**src/core/seq_pkg.sv**
```systemverilog
/*
 * constants, register map and state type of the nested step sequencer.
 * assumes a single 10 MHz system clock and a 32-bit APB register bus.
 */
package seq_pkg;
  // ==========================================================
  // geometry
  localparam int SEQ_COUNT   = 8;
  localparam int STEP_COUNT  = 16;
  localparam int SEQ_W       = 3;
  localparam int STEP_W      = 4;
  localparam int TABLE_AW    = 7;
  localparam int CYC_W       = 8;
  localparam int DEPTH_W     = 4;
  localparam int FRAME_W     = SEQ_W + STEP_W + CYC_W;
  localparam int ADDR_W      = 12;
  localparam int DELAY_W     = 16;

  // ==========================================================
  // register byte addresses
  localparam logic [11:0] STEP_TABLE_BASE = 12'h000;
  localparam logic [11:0] STEP_TABLE_LAST = 12'h1fc;
  localparam logic [11:0] CYCLE_BASE      = 12'h200;
  localparam logic [11:0] CYCLE_LAST      = 12'h21c;
  localparam logic [11:0] CTRL_ADDR       = 12'h220;
  localparam logic [11:0] END_MODE_ADDR   = 12'h224;
  localparam logic [11:0] END_LEVELS_ADDR = 12'h228;
  localparam logic [11:0] END_DELAY_ADDR  = 12'h22c;
  localparam logic [11:0] STATUS_ADDR     = 12'h230;

  // ==========================================================
  // field positions
  localparam int CTRL_START_BIT  = 0;
  localparam int CTRL_ABORT_BIT  = 1;
  localparam int END_OUT_EN_BIT  = 4;
  localparam int ST_RUN_BIT      = 0;
  localparam int ST_END_BIT      = 1;
  localparam int ST_RAMP_BIT     = 2;
  localparam int ST_SEQ_LSB      = 4;
  localparam int ST_STEP_LSB     = 8;
  localparam int ST_CYC_LSB      = 12;
  localparam int ST_DEPTH_LSB    = 20;

  // ==========================================================
  // end of sequence modes and reset values
  localparam logic [1:0] END_KEEP_RUNNING = 2'h0;
  localparam logic [1:0] END_STOP         = 2'h1;
  localparam logic [1:0] END_STOP_ABORT   = 2'h2;
  localparam logic [7:0] CYCLE_RESET      = 8'h01;
  localparam logic [7:0] STEP_RESET       = 8'h00;
  localparam logic [7:0] LEVELS_RESET     = 8'h00;
  localparam logic [15:0] DELAY_RESET     = 16'h0000;
  localparam logic signed [7:0] SEG_MIN   = 8'sh01;
  localparam logic signed [7:0] SEG_MAX   = 8'sh08;
  localparam logic signed [7:0] CALL_MIN  = -8'sh08;
  localparam logic signed [7:0] CALL_MAX  = -8'sh02;

  typedef enum logic [2:0] {
    IDLE_S, FETCH_S, DECODE_S, SEGMENT_S, ADVANCE_S, END_S
  } state_type;
endpackage

```
**src/core/nested_step_sequencer.sv**
```systemverilog
/*
 * nested step sequencer: walks eight sixteen-step sequences with nested
 * calls and sends segment numbers and end-segment commands to motor control.
 * assumes an APB master on clk_sys and a motor control that pulses segDone
 * on clk_sys when the current segment has been processed.
 */
`timescale 1ns/1ps
module nested_step_sequencer
  import seq_pkg::*;
(
  // clock and reset
  input  wire logic              clk_sys,
  input  wire logic              resetn,
  // apb slave
  input  wire logic              psel,
  input  wire logic              penable,
  input  wire logic              pwrite,
  input  wire logic [ADDR_W-1:0] paddr,
  input  wire logic [31:0]       pwdata,
  output logic                   pready,
  output logic      [31:0]       prdata,
  output logic                   pslverr,
  // motor control
  input  wire logic              segDone,
  output logic                   segActive,
  output logic      [3:0]        segNum,
  output logic                   endActive,
  output logic                   rampStop,
  output logic      [7:0]        digOut,
  output logic                   running
);
  // ==========================================================
  // declarations
  state_type            state, next_state;
  logic [SEQ_W-1:0]     curSeq, next_curSeq;
  logic [STEP_W-1:0]    curStep, next_curStep;
  logic [CYC_W-1:0]     cycLeft, next_cycLeft;
  logic                 next_segActive, next_endActive, next_rampStop, next_running;
  logic [3:0]           next_segNum;
  logic [7:0]           next_digOut;
  logic [DELAY_W-1:0]   endCount, next_endCount;
  logic                 endFired, next_endFired;
  logic [CYC_W-1:0]     cycCount [SEQ_COUNT];
  logic [CYC_W-1:0]     next_cycCount [SEQ_COUNT];
  logic [1:0]           endMode, next_endMode;
  logic                 endOutEn, next_endOutEn;
  logic [7:0]           endLevels, next_endLevels;
  logic [DELAY_W-1:0]   endDelay, next_endDelay;
  logic                 next_pready, next_pslverr;
  logic [31:0]          next_prdata;
  logic [7:0]           stepData, tableRdData;
  logic signed [7:0]    stepVal;
  logic [7:0]           callMag;
  logic [SEQ_W-1:0]     callSeq;
  logic                 isSeg, isCall;
  logic                 push, pop;
  logic [FRAME_W-1:0]   topFrame;
  logic [DEPTH_W-1:0]   depth;
  logic                 accessEnd, inTable, inCycle, lockedAddr, unmapped, refuse;
  logic                 wrOk, startReq, abortReq;

  // ==========================================================
  // apb decode
  assign accessEnd  = psel && penable && pready;
  assign inTable    = paddr <= STEP_TABLE_LAST;
  assign inCycle    = paddr >= CYCLE_BASE && paddr <= CYCLE_LAST;
  assign lockedAddr = inTable || inCycle || paddr == END_MODE_ADDR
                      || paddr == END_LEVELS_ADDR || paddr == END_DELAY_ADDR;
  assign unmapped   = paddr[1:0] != 2'h0 || paddr > STATUS_ADDR;
  assign refuse     = unmapped || (pwrite && lockedAddr && state != IDLE_S);
  assign wrOk       = accessEnd && pwrite && !refuse;
  assign startReq   = wrOk && paddr == CTRL_ADDR && pwdata[CTRL_START_BIT];
  assign abortReq   = wrOk && paddr == CTRL_ADDR && pwdata[CTRL_ABORT_BIT];

  always_comb begin
    next_pready  = psel && penable && !pready;
    next_pslverr = 1'b0;
    next_prdata  = 32'h0000_0000;
    if (next_pready) begin
      next_pslverr = refuse;
      if (!pwrite && !unmapped) begin
        if (inTable) begin
          next_prdata = {24'h00_0000, tableRdData};
        end else if (inCycle) begin
          next_prdata = {24'h00_0000, cycCount[paddr[4:2]]};
        end else if (paddr == END_MODE_ADDR) begin
          next_prdata = {27'h000_0000, endOutEn, 2'h0, endMode};
        end else if (paddr == END_LEVELS_ADDR) begin
          next_prdata = {24'h00_0000, endLevels};
        end else if (paddr == END_DELAY_ADDR) begin
          next_prdata = {16'h0000, endDelay};
        end else if (paddr == STATUS_ADDR) begin
          next_prdata[ST_RUN_BIT]                  = running;
          next_prdata[ST_END_BIT]                  = endActive;
          next_prdata[ST_RAMP_BIT]                 = rampStop;
          next_prdata[ST_SEQ_LSB +: SEQ_W]         = curSeq;
          next_prdata[ST_STEP_LSB +: STEP_W]       = curStep;
          next_prdata[ST_CYC_LSB +: CYC_W]         = cycLeft;
          next_prdata[ST_DEPTH_LSB +: DEPTH_W]     = depth;
        end
      end
    end
  end

  always_ff @(posedge clk_sys or negedge resetn) begin
    if (!resetn) begin
      pready  <= 1'b0;
      pslverr <= 1'b0;
      prdata  <= 32'h0000_0000;
    end else begin
      pready  <= next_pready;
      pslverr <= next_pslverr;
      prdata  <= next_prdata;
    end
  end

  // ==========================================================
  // configuration registers
  always_comb begin
    next_endMode   = endMode;
    next_endOutEn  = endOutEn;
    next_endLevels = endLevels;
    next_endDelay  = endDelay;
    for (int i = 0; i < SEQ_COUNT; i++) begin
      next_cycCount[i] = cycCount[i];
    end
    if (wrOk && inCycle) begin
      next_cycCount[paddr[4:2]] = pwdata[7:0];
    end
    if (wrOk && paddr == END_MODE_ADDR) begin
      next_endMode  = pwdata[1:0];
      next_endOutEn = pwdata[END_OUT_EN_BIT];
    end
    if (wrOk && paddr == END_LEVELS_ADDR) begin
      next_endLevels = pwdata[7:0];
    end
    if (wrOk && paddr == END_DELAY_ADDR) begin
      next_endDelay = pwdata[15:0];
    end
  end

  always_ff @(posedge clk_sys or negedge resetn) begin
    if (!resetn) begin
      endMode   <= END_KEEP_RUNNING;
      endOutEn  <= 1'b0;
      endLevels <= LEVELS_RESET;
      endDelay  <= DELAY_RESET;
      for (int i = 0; i < SEQ_COUNT; i++) begin
        cycCount[i] <= CYCLE_RESET;
      end
    end else begin
      endMode   <= next_endMode;
      endOutEn  <= next_endOutEn;
      endLevels <= next_endLevels;
      endDelay  <= next_endDelay;
      for (int i = 0; i < SEQ_COUNT; i++) begin
        cycCount[i] <= next_cycCount[i];
      end
    end
  end

  // ==========================================================
  // step table and call stack
  // eight tables of
  step_memory u_mem (
    .clk_sys (clk_sys),
    .resetn  (resetn),
    .wrEn    (wrOk && inTable),
    .wrAddr  (paddr[8:2]),
    .wrData  (pwdata[7:0]),
    .rdAddrA ({curSeq, curStep}),
    .rdDataA (stepData),
    .rdAddrB (paddr[8:2]),
    .rdDataB (tableRdData)
  );

  call_stack u_stack (
    .clk_sys   (clk_sys),
    .resetn    (resetn),
    .push      (push),
    .pop       (pop),
    .pushFrame ({curSeq, curStep, cycLeft}),
    .topFrame  (topFrame),
    .depth     (depth)
  );

  // ==========================================================
  // step decode
  assign stepVal = stepData;
  assign callMag = 8'(-stepVal);
  assign callSeq = 3'(callMag - 8'h01);
  assign isSeg   = stepVal >= SEG_MIN && stepVal <= SEG_MAX;
  assign isCall  = stepVal >= CALL_MIN && stepVal <= CALL_MAX && callSeq > curSeq;

  // ==========================================================
  // sequencer
  always_comb begin
    next_state     = state;
    next_curSeq    = curSeq;
    next_curStep   = curStep;
    next_cycLeft   = cycLeft;
    next_segActive = segActive;
    next_segNum    = segNum;
    next_endActive = endActive;
    next_rampStop  = rampStop;
    next_digOut    = digOut;
    next_endCount  = endCount;
    next_endFired  = endFired;
    push           = 1'b0;
    pop            = 1'b0;
    unique case (state)
      IDLE_S: begin
        if (startReq) begin
          next_curSeq   = '0;
          next_curStep  = '0;
          next_cycLeft  = cycCount[0] == 8'h00 ? 8'h01 : cycCount[0];
          next_endActive = 1'b0;
          next_rampStop  = 1'b0;
          next_state    = FETCH_S;
        end
      end
      FETCH_S: next_state = DECODE_S;
      DECODE_S: begin
        if (isSeg) begin
          next_segActive = 1'b1;
          next_segNum    = stepVal[3:0];
          next_state     = SEGMENT_S;
        end else if (isCall && depth < 4'(SEQ_COUNT)) begin
          push         = 1'b1;
          next_curSeq  = callSeq;
          next_curStep = '0;
          next_cycLeft = cycCount[callSeq] == 8'h00 ? 8'h01 : cycCount[callSeq];
          next_state   = FETCH_S;
        end else begin
          next_state = ADVANCE_S;
        end
      end
      SEGMENT_S: begin
        if (segDone) begin
          next_segActive = 1'b0;
          next_state     = ADVANCE_S;
        end
      end
      ADVANCE_S: begin
        if (curStep != 4'(STEP_COUNT - 1)) begin
          next_curStep = curStep + 4'h1;
          next_state   = FETCH_S;
        end else if (cycLeft > 8'h01) begin
          next_cycLeft = cycLeft - 8'h01;
          next_curStep = '0;
          next_state   = FETCH_S;
        end else if (depth != '0) begin
          pop          = 1'b1;
          next_curSeq  = topFrame[FRAME_W-1 -: SEQ_W];
          next_curStep = topFrame[CYC_W +: STEP_W];
          next_cycLeft = topFrame[CYC_W-1:0];
          next_state   = ADVANCE_S;
        end else begin
          next_endActive = endMode == END_KEEP_RUNNING;
          next_rampStop  = endMode != END_KEEP_RUNNING;
          next_endCount  = '0;
          next_endFired  = 1'b0;
          next_state     = END_S;
        end
      end
      END_S: begin
        if (endCount != endDelay) begin
          next_endCount = endCount + 16'h0001;
        end else if (!endFired) begin
          next_endFired = 1'b1;
          if (endOutEn) begin
            next_digOut = endLevels;
          end
          if (endMode == END_STOP_ABORT) begin
            next_state = IDLE_S;
          end
        end
      end
    endcase
    if (abortReq) begin
      next_state     = IDLE_S;
      next_segActive = 1'b0;
      next_endActive = 1'b0;
      next_rampStop  = 1'b0;
    end
    next_running = next_state != IDLE_S;
  end

  always_ff @(posedge clk_sys or negedge resetn) begin
    if (!resetn) begin
      state     <= IDLE_S;
      curSeq    <= '0;
      curStep   <= '0;
      cycLeft   <= '0;
      segActive <= 1'b0;
      segNum    <= 4'h0;
      endActive <= 1'b0;
      rampStop  <= 1'b0;
      digOut    <= 8'h00;
      endCount  <= '0;
      endFired  <= 1'b0;
      running   <= 1'b0;
    end else begin
      state     <= next_state;
      curSeq    <= next_curSeq;
      curStep   <= next_curStep;
      cycLeft   <= next_cycLeft;
      segActive <= next_segActive;
      segNum    <= next_segNum;
      endActive <= next_endActive;
      rampStop  <= next_rampStop;
      digOut    <= next_digOut;
      endCount  <= next_endCount;
      endFired  <= next_endFired;
      running   <= next_running;
    end
  end

  // ==========================================================
  // assertions
  property p_lock;
    @(posedge clk_sys) disable iff (!resetn)
    (accessEnd && pwrite && inTable && running) |-> pslverr;
  endproperty
  a_lock: assert property (p_lock) else $error("config write accepted while running");

  property p_start;
    @(posedge clk_sys) disable iff (!resetn)
    (state == IDLE_S && startReq && !abortReq) |=> (state == FETCH_S && curSeq == '0 && curStep == '0);
  endproperty
  a_start: assert property (p_start) else $error("start did not begin main sequence");

  property p_segment;
    @(posedge clk_sys) disable iff (!resetn)
    (state == DECODE_S && isSeg && !abortReq) |=> (segActive && segNum == 4'($past(stepData)));
  endproperty
  a_segment: assert property (p_segment) else $error("segment not issued from step");

  property p_skip;
    @(posedge clk_sys) disable iff (!resetn)
    (state == DECODE_S && stepVal == 8'sh00 && !abortReq) |=> (state == ADVANCE_S && !segActive);
  endproperty
  a_skip: assert property (p_skip) else $error("zero step not skipped");

  property p_ascend;
    @(posedge clk_sys) disable iff (!resetn)
    push |=> (curSeq > topFrame[FRAME_W-1 -: SEQ_W]);
  endproperty
  a_ascend: assert property (p_ascend) else $error("call to non-higher sequence");

  property p_resume;
    @(posedge clk_sys) disable iff (!resetn)
    (pop && !abortReq) |=> (state == ADVANCE_S
                            && {curSeq, curStep, cycLeft} == $past(topFrame));
  endproperty
  a_resume: assert property (p_resume) else $error("caller not resumed at next step");

  property p_endhold;
    @(posedge clk_sys) disable iff (!resetn)
    (endActive && !abortReq) |=> (endActive && !segActive && !rampStop);
  endproperty
  a_endhold: assert property (p_endhold) else $error("end setpoint dropped");

  property p_levels;
    @(posedge clk_sys) disable iff (!resetn)
    (digOut != $past(digOut)) |-> ($past(state) == END_S && $past(endCount) == $past(endDelay));
  endproperty
  a_levels: assert property (p_levels) else $error("outputs changed before end delay");

  property p_ramp;
    @(posedge clk_sys) disable iff (!resetn)
    $rose(rampStop) |-> (endMode != END_KEEP_RUNNING && !endActive && depth == '0);
  endproperty
  a_ramp: assert property (p_ramp) else $error("ramp down in keep-running mode");
endmodule

```
**src/core/step_memory.sv**
```systemverilog
/*
 * step table memory: one write port, two registered read ports.
 * assumes writes come from the register bus, reads from sequencer and bus.
 */
`timescale 1ns/1ps
module step_memory
  import seq_pkg::*;
(
  // clock and reset
  input  wire logic                clk_sys,
  input  wire logic                resetn,
  // write port
  input  wire logic                wrEn,
  input  wire logic [TABLE_AW-1:0] wrAddr,
  input  wire logic [7:0]          wrData,
  // read ports
  input  wire logic [TABLE_AW-1:0] rdAddrA,
  output logic      [7:0]          rdDataA,
  input  wire logic [TABLE_AW-1:0] rdAddrB,
  output logic      [7:0]          rdDataB
);
  // ==========================================================
  // storage
  logic [7:0] mem [SEQ_COUNT*STEP_COUNT];

  always_ff @(posedge clk_sys or negedge resetn) begin
    if (!resetn) begin
      for (int i = 0; i < SEQ_COUNT*STEP_COUNT; i++) begin
        mem[i] <= STEP_RESET;
      end
      rdDataA <= STEP_RESET;
      rdDataB <= STEP_RESET;
    end else begin
      if (wrEn) begin
        mem[wrAddr] <= wrData;
      end
      rdDataA <= mem[rdAddrA];
      rdDataB <= mem[rdAddrB];
    end
  end
endmodule

```
**src/core/call_stack.sv**
```systemverilog
/*
 * return stack of caller frames {sequence, step, cycles left}.
 * assumes the caller never pushes when full nor pops when empty.
 */
`timescale 1ns/1ps
module call_stack
  import seq_pkg::*;
(
  // clock and reset
  input  wire logic               clk_sys,
  input  wire logic               resetn,
  // control
  input  wire logic               push,
  input  wire logic               pop,
  input  wire logic [FRAME_W-1:0] pushFrame,
  // state
  output logic      [FRAME_W-1:0] topFrame,
  output logic      [DEPTH_W-1:0] depth
);
  // ==========================================================
  // top kept in a register, the rest below it
  logic [FRAME_W-1:0] below [SEQ_COUNT];
  logic [FRAME_W-1:0] next_topFrame;
  logic [DEPTH_W-1:0] next_depth;

  always_comb begin
    next_topFrame = topFrame;
    next_depth    = depth;
    if (push) begin
      next_topFrame = pushFrame;
      next_depth    = depth + 4'h1;
    end else if (pop) begin
      next_topFrame = below[3'(depth - 4'h1)];
      next_depth    = depth - 4'h1;
    end
  end

  always_ff @(posedge clk_sys or negedge resetn) begin
    if (!resetn) begin
      topFrame <= '0;
      depth    <= '0;
    end else begin
      topFrame <= next_topFrame;
      depth    <= next_depth;
      if (push) begin
        below[3'(depth)] <= topFrame;
      end
    end
  end
endmodule

```
**config.mk**
```make
export PLATFORM = sky130hd
export DESIGN_NAME = nested_step_sequencer
export DESIGN_NICKNAME = d
export VERILOG_FILES = /design/src/core/seq_pkg.sv /design/src/core/nested_step_sequencer.sv /design/src/core/step_memory.sv /design/src/core/call_stack.sv
export SDC_FILE = /design/constraint.sdc
export NUM_CORES = 2
export LEC_CHECK = 0
export BUFFER_PORTS_ARGS = -buffer_cell sky130_fd_sc_hd__buf_2
export CAP_MARGIN = 30
export CELL_PAD_IN_SITES_DETAIL_PLACEMENT = 0
export CELL_PAD_IN_SITES_GLOBAL_PLACEMENT = 1
export CORE_MARGIN = 2
export CORE_UTILIZATION = 30
export CTS_CLUSTER_SIZE = 24
export DETAILED_ROUTE_END_ITERATION = 10
export PLACE_DENSITY = 0.52
export REMOVE_ABC_BUFFERS = 1
export SLEW_MARGIN = 40
export SYNTH_ARGS = -nofsm -noshare
export SYNTH_HDL_FRONTEND = slang
export SYNTH_SLANG_ARGS = --single-unit
```
**constraint.sdc**
```tcl
create_clock -name clk_sys -period 4.25 [get_ports clk_sys]
set_clock_uncertainty 0.05 [all_clocks]
set_input_delay 0.6375 -clock clk_sys [delete_from_list [all_inputs] [get_ports clk_sys]]
set_output_delay 0.6375 -clock clk_sys [all_outputs]
set_load 0.1 [all_outputs]
```
======== Yosys cells after proc, flatten, opt, wreduce, memory -nomap -nowiden ========
Memories as Yosys holds them, arrays and structs flattened.
Index checks and enable logic that the tools add are counted.
word-level totals
  bits in registers ....................... 1,235
  latch bits .............................. 0
  RAM bits ................................ 120
  memory bits (read-only) ................. 0
  bits of input ports ..................... 50
  memories kept ........................... 1
memories
  memory         words  bits a word  read ports  clocked after memory_dff  write ports  RTL line          RTL
  u_stack.below  8      15           1           0                         1            call_stack.sv:22  logic [FRAME_W-1:0] below [SEQ_COUNT];
cells by class
  add/subtract/negate cells ............... 7
  multipliers ............................. 0
  div/mod/pow operators ................... 0
  $lt $le $gt $ge ......................... 17
  equality and inequality tests ........... 30
  shifts and indexed selects .............. 0
  muxes and demuxes ....................... 106
  bitwise logic cells ..................... 6
  reduce and logical (&&, ||, !) cells .... 57
operator list
  operator                 number
  $bwmux W1024             1
  $mux W8                  18
  $mux W24                 5
  $bmux W8 S7              2
  $mux W16                 6
  $bwmux W64               1
  $eq A12 B10 Y1 const B   5
  $mux W3                  20
  $demux W8 S7             1
  $bmux W8 S3              2
  $mux W32                 1
  $mux W4                  8
  $pmux W16 S2             1
  $mux W15                 2
  $mux W1                  29
  $demux W8 S3             1
  $logic_and A1 B1 Y1      24
  $pmux W8 S3              1
  $ne A3 B3 Y1 const B     7
  $reduce_and A5 Y1        4
  $ne A2 B2 Y1 const B     9
  $pmux W3 S6              1
  $add A16 B1 Y16 const B  1
  $ge A8 B8 Y1 const B     2
  44 further kinds         71

======== Longest topological paths before layout ========
  depth after elaboration ................. 17
  depth in mapped cells ................... 13
  depth with buffers taken out ............ 9

======== Cells and area by module ========
A second synthesis with hierarchy kept.
unflattened totals
  cells, all modules ...................... 4,394
  area total of the unflattened synthesis .. 69,691.8 sq um
by module, submodules not included
  module                 instances  cells an instance  area each (sq um)  seq. area each (sq um)
  step_memory            1          3,215              54,848.9           26,025.0
  nested_step_sequencer  1          818                9,292.7            4,214.0
  call_stack             1          361                5,550.3            4,078.9

======== Worst setup path before layout ========
No wires, ideal clock.
  path type ............................... register to register
  start point ............................. register u_mem.rdDataA[1]
  end point ............................... memory u_stack.below[4][0] (netlist bit) (enable)
  arrival ................................. 3,730 ps
  data required time ...................... 3,794 ps
  slack ................................... 64 ps
  stages on the path, launching flop included .. 12
  cell sequence ........................... dfrtp_1 buf_1 clkbuf_1 inv_1 ha_1 nand3b_1 a211oi_1 nand2_1 nor2_1 clkbuf_1 nand3_1 nor3_1
between the ends
  word-level cells in the longest chain between the ends .. 11
RTL lines
  item                                         RTL line                      RTL
  from (decl)                                  step_memory.sv:18             output logic [7:0] rdDataA,
  from (signal assigned)                       step_memory.sv:37             rdDataA <= mem[rdAddrA];
  $neg A3 Y3                                   nested_step_sequencer.sv:190  assign callMag = 8'(-stepVal);
  $sub A3 B1 Y3                                nested_step_sequencer.sv:191  assign callSeq = 3'(callMag - 8'h01);
  $gt A3 B3 Y1                                 nested_step_sequencer.sv:193  assign isCall = stepVal >= CALL_MIN && stepVal <= CALL_MAX && callSeq > curSeq;
  $logic_and A1 B1 Y1                          nested_step_sequencer.sv:193
  $logic_and A1 B1 Y1                          nested_step_sequencer.sv:228  end else if (isCall && depth < 4'(SEQ_COUNT)) begin
  $mux W1                                      nested_step_sequencer.sv:228
  $mux W1 *                                    nested_step_sequencer.sv:224  if (isSeg) begin
  $mux W1 *                                    nested_step_sequencer.sv:211  unique case (state)
  $mux W1 *                                    call_stack.sv:45              if (push) begin
  $logic_and A1 B1 Y1 (implied by the code) *  call_stack.sv:46              below[3'(depth)] <= topFrame;
  $mux W1 (implied by the code) *              call_stack.sv:46
  to (decl)                                    call_stack.sv:22
Every way passes the cells marked *; elsewhere a longest branch is shown, timed or not.

======== Worst setup path in the final report ========
  start point ............................. register curStep[0]
  end point ............................... register u_mem.rdDataA[3]
between the ends
  word-level cells in the longest chain between the ends .. 4
RTL lines
  item                                         RTL line                      RTL
  from (decl)                                  nested_step_sequencer.sv:36   logic [STEP_W-1:0] curStep, next_curStep;
  from (signal assigned)                       nested_step_sequencer.sv:306  curStep <= next_curStep;
  $not A7 Y8 (implied by the code)             step_memory.sv:37
  $bmux W8 S7                                  step_memory.sv:37
  $mux W8 (implied by the code) (2 in series)  step_memory.sv:37
Every way passes these cells. The select of a mux whose other input is x is not followed.
A chain may end at the register's enable or synchronous reset.

==> summary.md <==
| Metric | Value |
|---|---|
| Complex-gate fraction of the synthesized area | under 10% |
| Hold buffers post-CTS | 9 |
| Ports | 100 |
| First-pass GRT wire length | 359 mm |
| Status | complete, no violations |
| R2R cell count | 7 |
| Final hold vios | 0 |
| Antenna violations before repair | 20 |
| Crit path DAT | 4.02 ns |
| Post-route minimum period | 3.52 ns |
| Most used DFF post-synth | dfrtp_1 |
| Setup CP Type | reg2reg |
| Total track usage | a little over a fifth |
| Vias per inst | between 5 and 6 |
| Pre-CTS WS | approximately 0.38 ns |
| Die Span Y | 485 µm |
| Mux share of post-synthesis cell area | 37.5% |
| DRC | 0 |
| Seq cells post-synth | 1347 |
| Slew HR | 37.9% |
| Final setup margin | 0.732 ns |
| Die width | 485 µm |
| Clock Sinks | 1347 |
| End of the worst hold path | u_mem.mem[528] |
| Req. time, crit path | 4.75 ns |
| Final slew viol count | 0 |
| Die Area | about 230000 µm² |
| Top-area cell type share of the netlist area | a little over two fifths |
| Post-synthesis simple-gate area fraction | 6.06% |
| Fmax achieved | 284 MHz |
| Worst r2r dst | u_mem.rdDataA[3] |
| Cells after Synth | 4825 |
| Postcts setup bufs | 0 |
| CTS tree | done |
| Syn Std Cell Area | 69300 µm² |
| Post-synth ARST share | 91.1% |
| Post-CTS sizing | 0 |
| RSZ-0062 raised after global routing | false |
| Core ar. | 230000 µm² |
| DR vias | 45100 |
| Area growth syn-to-layout | 15.6% |
| Hpwl dp | 170 mm |
| Initial Utilization | 30.2% |
| Distinct cell type count after synthesis | 78 |
| Tcrit/Tclk final | between 80 and 90% |
| R2R Path Start | curStep[0] |
| Slew @ Worst Pin | between 0.9 and 1 ns |
| Antenna viol nets, final | 0 |
| Largest family of logic cells by synthesized area | multiplexers |
| Clock root buffer | clkbuf_16 |
| Largest net degree at the start of global routing | approximately 150 |
| Max Fanout on Critical Path | 26 |
| Grt ovf | 0 |
| CTS max path bufs | 3 |
| Worst-skew pair later-pin latency | 0.82 ns |
| WHS | about 0.2 ns |
| Hold/Removal Path Class | in2reg |
| Final #Nets | 5002 |
| Drt total wl | 250 mm |
| Crit end category | register |
| Port Buffer Count | 75 |
| Vias in the first global route | 45800 |
| Rows | 176 |
| Worst R2R Setup Slack | 0.73 ns |
| Register clock-pin slew on the reported worst setup and hold paths | 0.06 ns |
| Starting DRT DRC Count | 3661 |
| Post-Synth XOR/XNOR Area | 0.429% |
| LEAKAGE | 35.6 nW |
| Number of buffers created by CTS | 158 |
| GP Congestion | 0.853 |
| Synth area leaders | dfrtp_1, mux2_2, mux4_2, edfxtp_1, nand2_1 |
| Sequential fraction of the synthesis area | 49.5% |
| Total of warnings raised by yosys | 0 |
| Area leader, netlist | dfrtp_1 |
| Post-synth EDFFs | 120 |
| First drt pass iteration count | 6 |
| Tot Pwr | 0.0284 W |
| Worst Hold Launch | pwdata[0] |
| Fillers | roughly 22000 |
| Mean Syn Cell Area | around 14 µm² |
| Share of cells above drive strength 1 | between 40 and 50% |
| Wirelength per Cell | between 30 and 40 µm |
| # H-tree levels | 4 |
| Power per standard cell area | 354 nW/µm² |
| Peak supply drop | 0.309 mV |
| Max-cap violation count | 0 |
| # setup viols final | 0 |
| Setup crit start kind | register |
| Hold path cells | 2 |
| Post-Synth Adder-Cell Area | 0.162% |
## cells by family after synthesis
logic type      after synthesis
xor+xnor                     34
flops                      1347
buf+inv                     402
simple gates                837
mux                        1769
other cells                   1
fa+ha+maj                     9
compound gates              426
## final cells by class
cell class / count / area, µm² / share of cell area, %
timing repair buffer: 336 / 3150 / 3.93
multi-input combinational: 3083 / 33500 / 41.8
sequential: 1347 / 34300 / 42.8
tap: 3026 / 3790 / 4.73
clock inverter: 60 / 727 / 0.907
clock buffer: 226 / 4590 / 5.73
antenna: 5 / 12.5 / 0.0156
inverter: 17 / 63.8 / 0.0796
## where the power goes
part | leakage, nW | switching [W] | internal, W
Clock | 2.62 | 0.00592 | 0.00813
Sequential | 18.5 | 0.00000504 | 0.0130
Combinational | 14.5 | 0.00103 | 0.000327
Total | 35.6 | 0.00695 | 0.0214
## through the flow
step	area [µm²]	std cells	TNS, ns	util [%]
2_1_floorplan	67800	4447	-480.25	-
4_1_cts	80000	8090	0	34.8
6_report	80100	8100	0	34.9
3_5_place_dp	74600	7795	0	32.4
5_1_grt	80100	8097	0	34.9
3_3_place_gp	74500	7793	0	32.4
## state kept, by name (all words and copies together), names as in the netlist, 3 cells and up
| signal | count |
|---|---|
| u_mem.rdDataA | 8 |
| u_stack.below | 120 |
| curStep | 4 |
| state | 3 |
| u_mem.rdDataB | 8 |
| u_mem.mem | 1024 |
| endLevels | 8 |
| cycCount | 64 |
| cycLeft | 8 |
| endDelay | 16 |
| digOut | 8 |
| endCount | 16 |
| u_stack.depth | 4 |
| segNum | 4 |
| u_stack.topFrame | 15 |
| curSeq | 3 |
| prdata | 24 |
## metal layers
metal	global-route usage, %	vias to the layer above	wire, µm
met3	3.62	280	13600
met2	33.1	1262	116000
met5	0	-	55
met4	5.15	8	5830
met1	30.4	24700	114000
li1	-	18800	-
## cell usage after synthesis (15+ instances only)
cell type  instances
buf_4             15
nand2_1          316
nor3_1            39
xnor2_1           24
and3_1            21
mux2i_1           84
mux2_2          1120
dfrtp_1         1219
nor2_1           164
nor2_4            23
edfxtp_1         120
a22oi_1           52
a21oi_1           85
mux4_2           552
nor2b_1           18
buf_2             55
clkbuf_1         258
buf_1             55
nand4_1           28
a31oi_1           49
nor2_2            21
nand3_1          104
o22ai_1          121
nand2b_1          17
o21ai_0           52
## cell usage in the layout, fill, tap and decap left out, types with 21 or more instances in the layout
master	n
mux2i_1	84
mux2_2	1120
xnor2_1	24
buf_4	204
nor3_1	36
nor2_2	28
nand3_1	102
edfxtp_1	120
clkinv_2	29
a21oi_1	85
mux4_2	552
buf_12	53
nor2_4	24
o21ai_0	52
nand2_1	316
dfrtp_1	1215
nor2_1	156
clkbuf_16	161
clkbuf_1	33
o22ai_1	121
a22oi_1	52
a31oi_1	49
buf_2	61
nand4_1	28
clkbuf_8	32
and3_1	21
## worst max path at each step
stage,endpoint,cells after the start,from,slack [ns]
after global routing,u_mem.mem[515],7,state[2],0.64
final,u_mem.rdDataA[3],7,curStep[0],0.73
after global placement,u_mem.mem[803],9,paddr[4],0.06
after detailed placement,u_mem.mem[513],8,paddr[3],0.38
after CTS,u_mem.rdDataA[3],7,curStep[0],0.81
after floorplan,rampStop,5,curStep[0],-7.93
## critical path, cell delays in order, from the launching register on
cell	delay (ns)
dfrtp_4	0.79
buf_12	0.26
buf_12	0.27
mux4_2	0.54
o22ai_1	0.34
nor2_1	0.19
nand3_1	0.30
nand4_1	0.40
No activity file was read; power rests on OpenSTA's default activity.
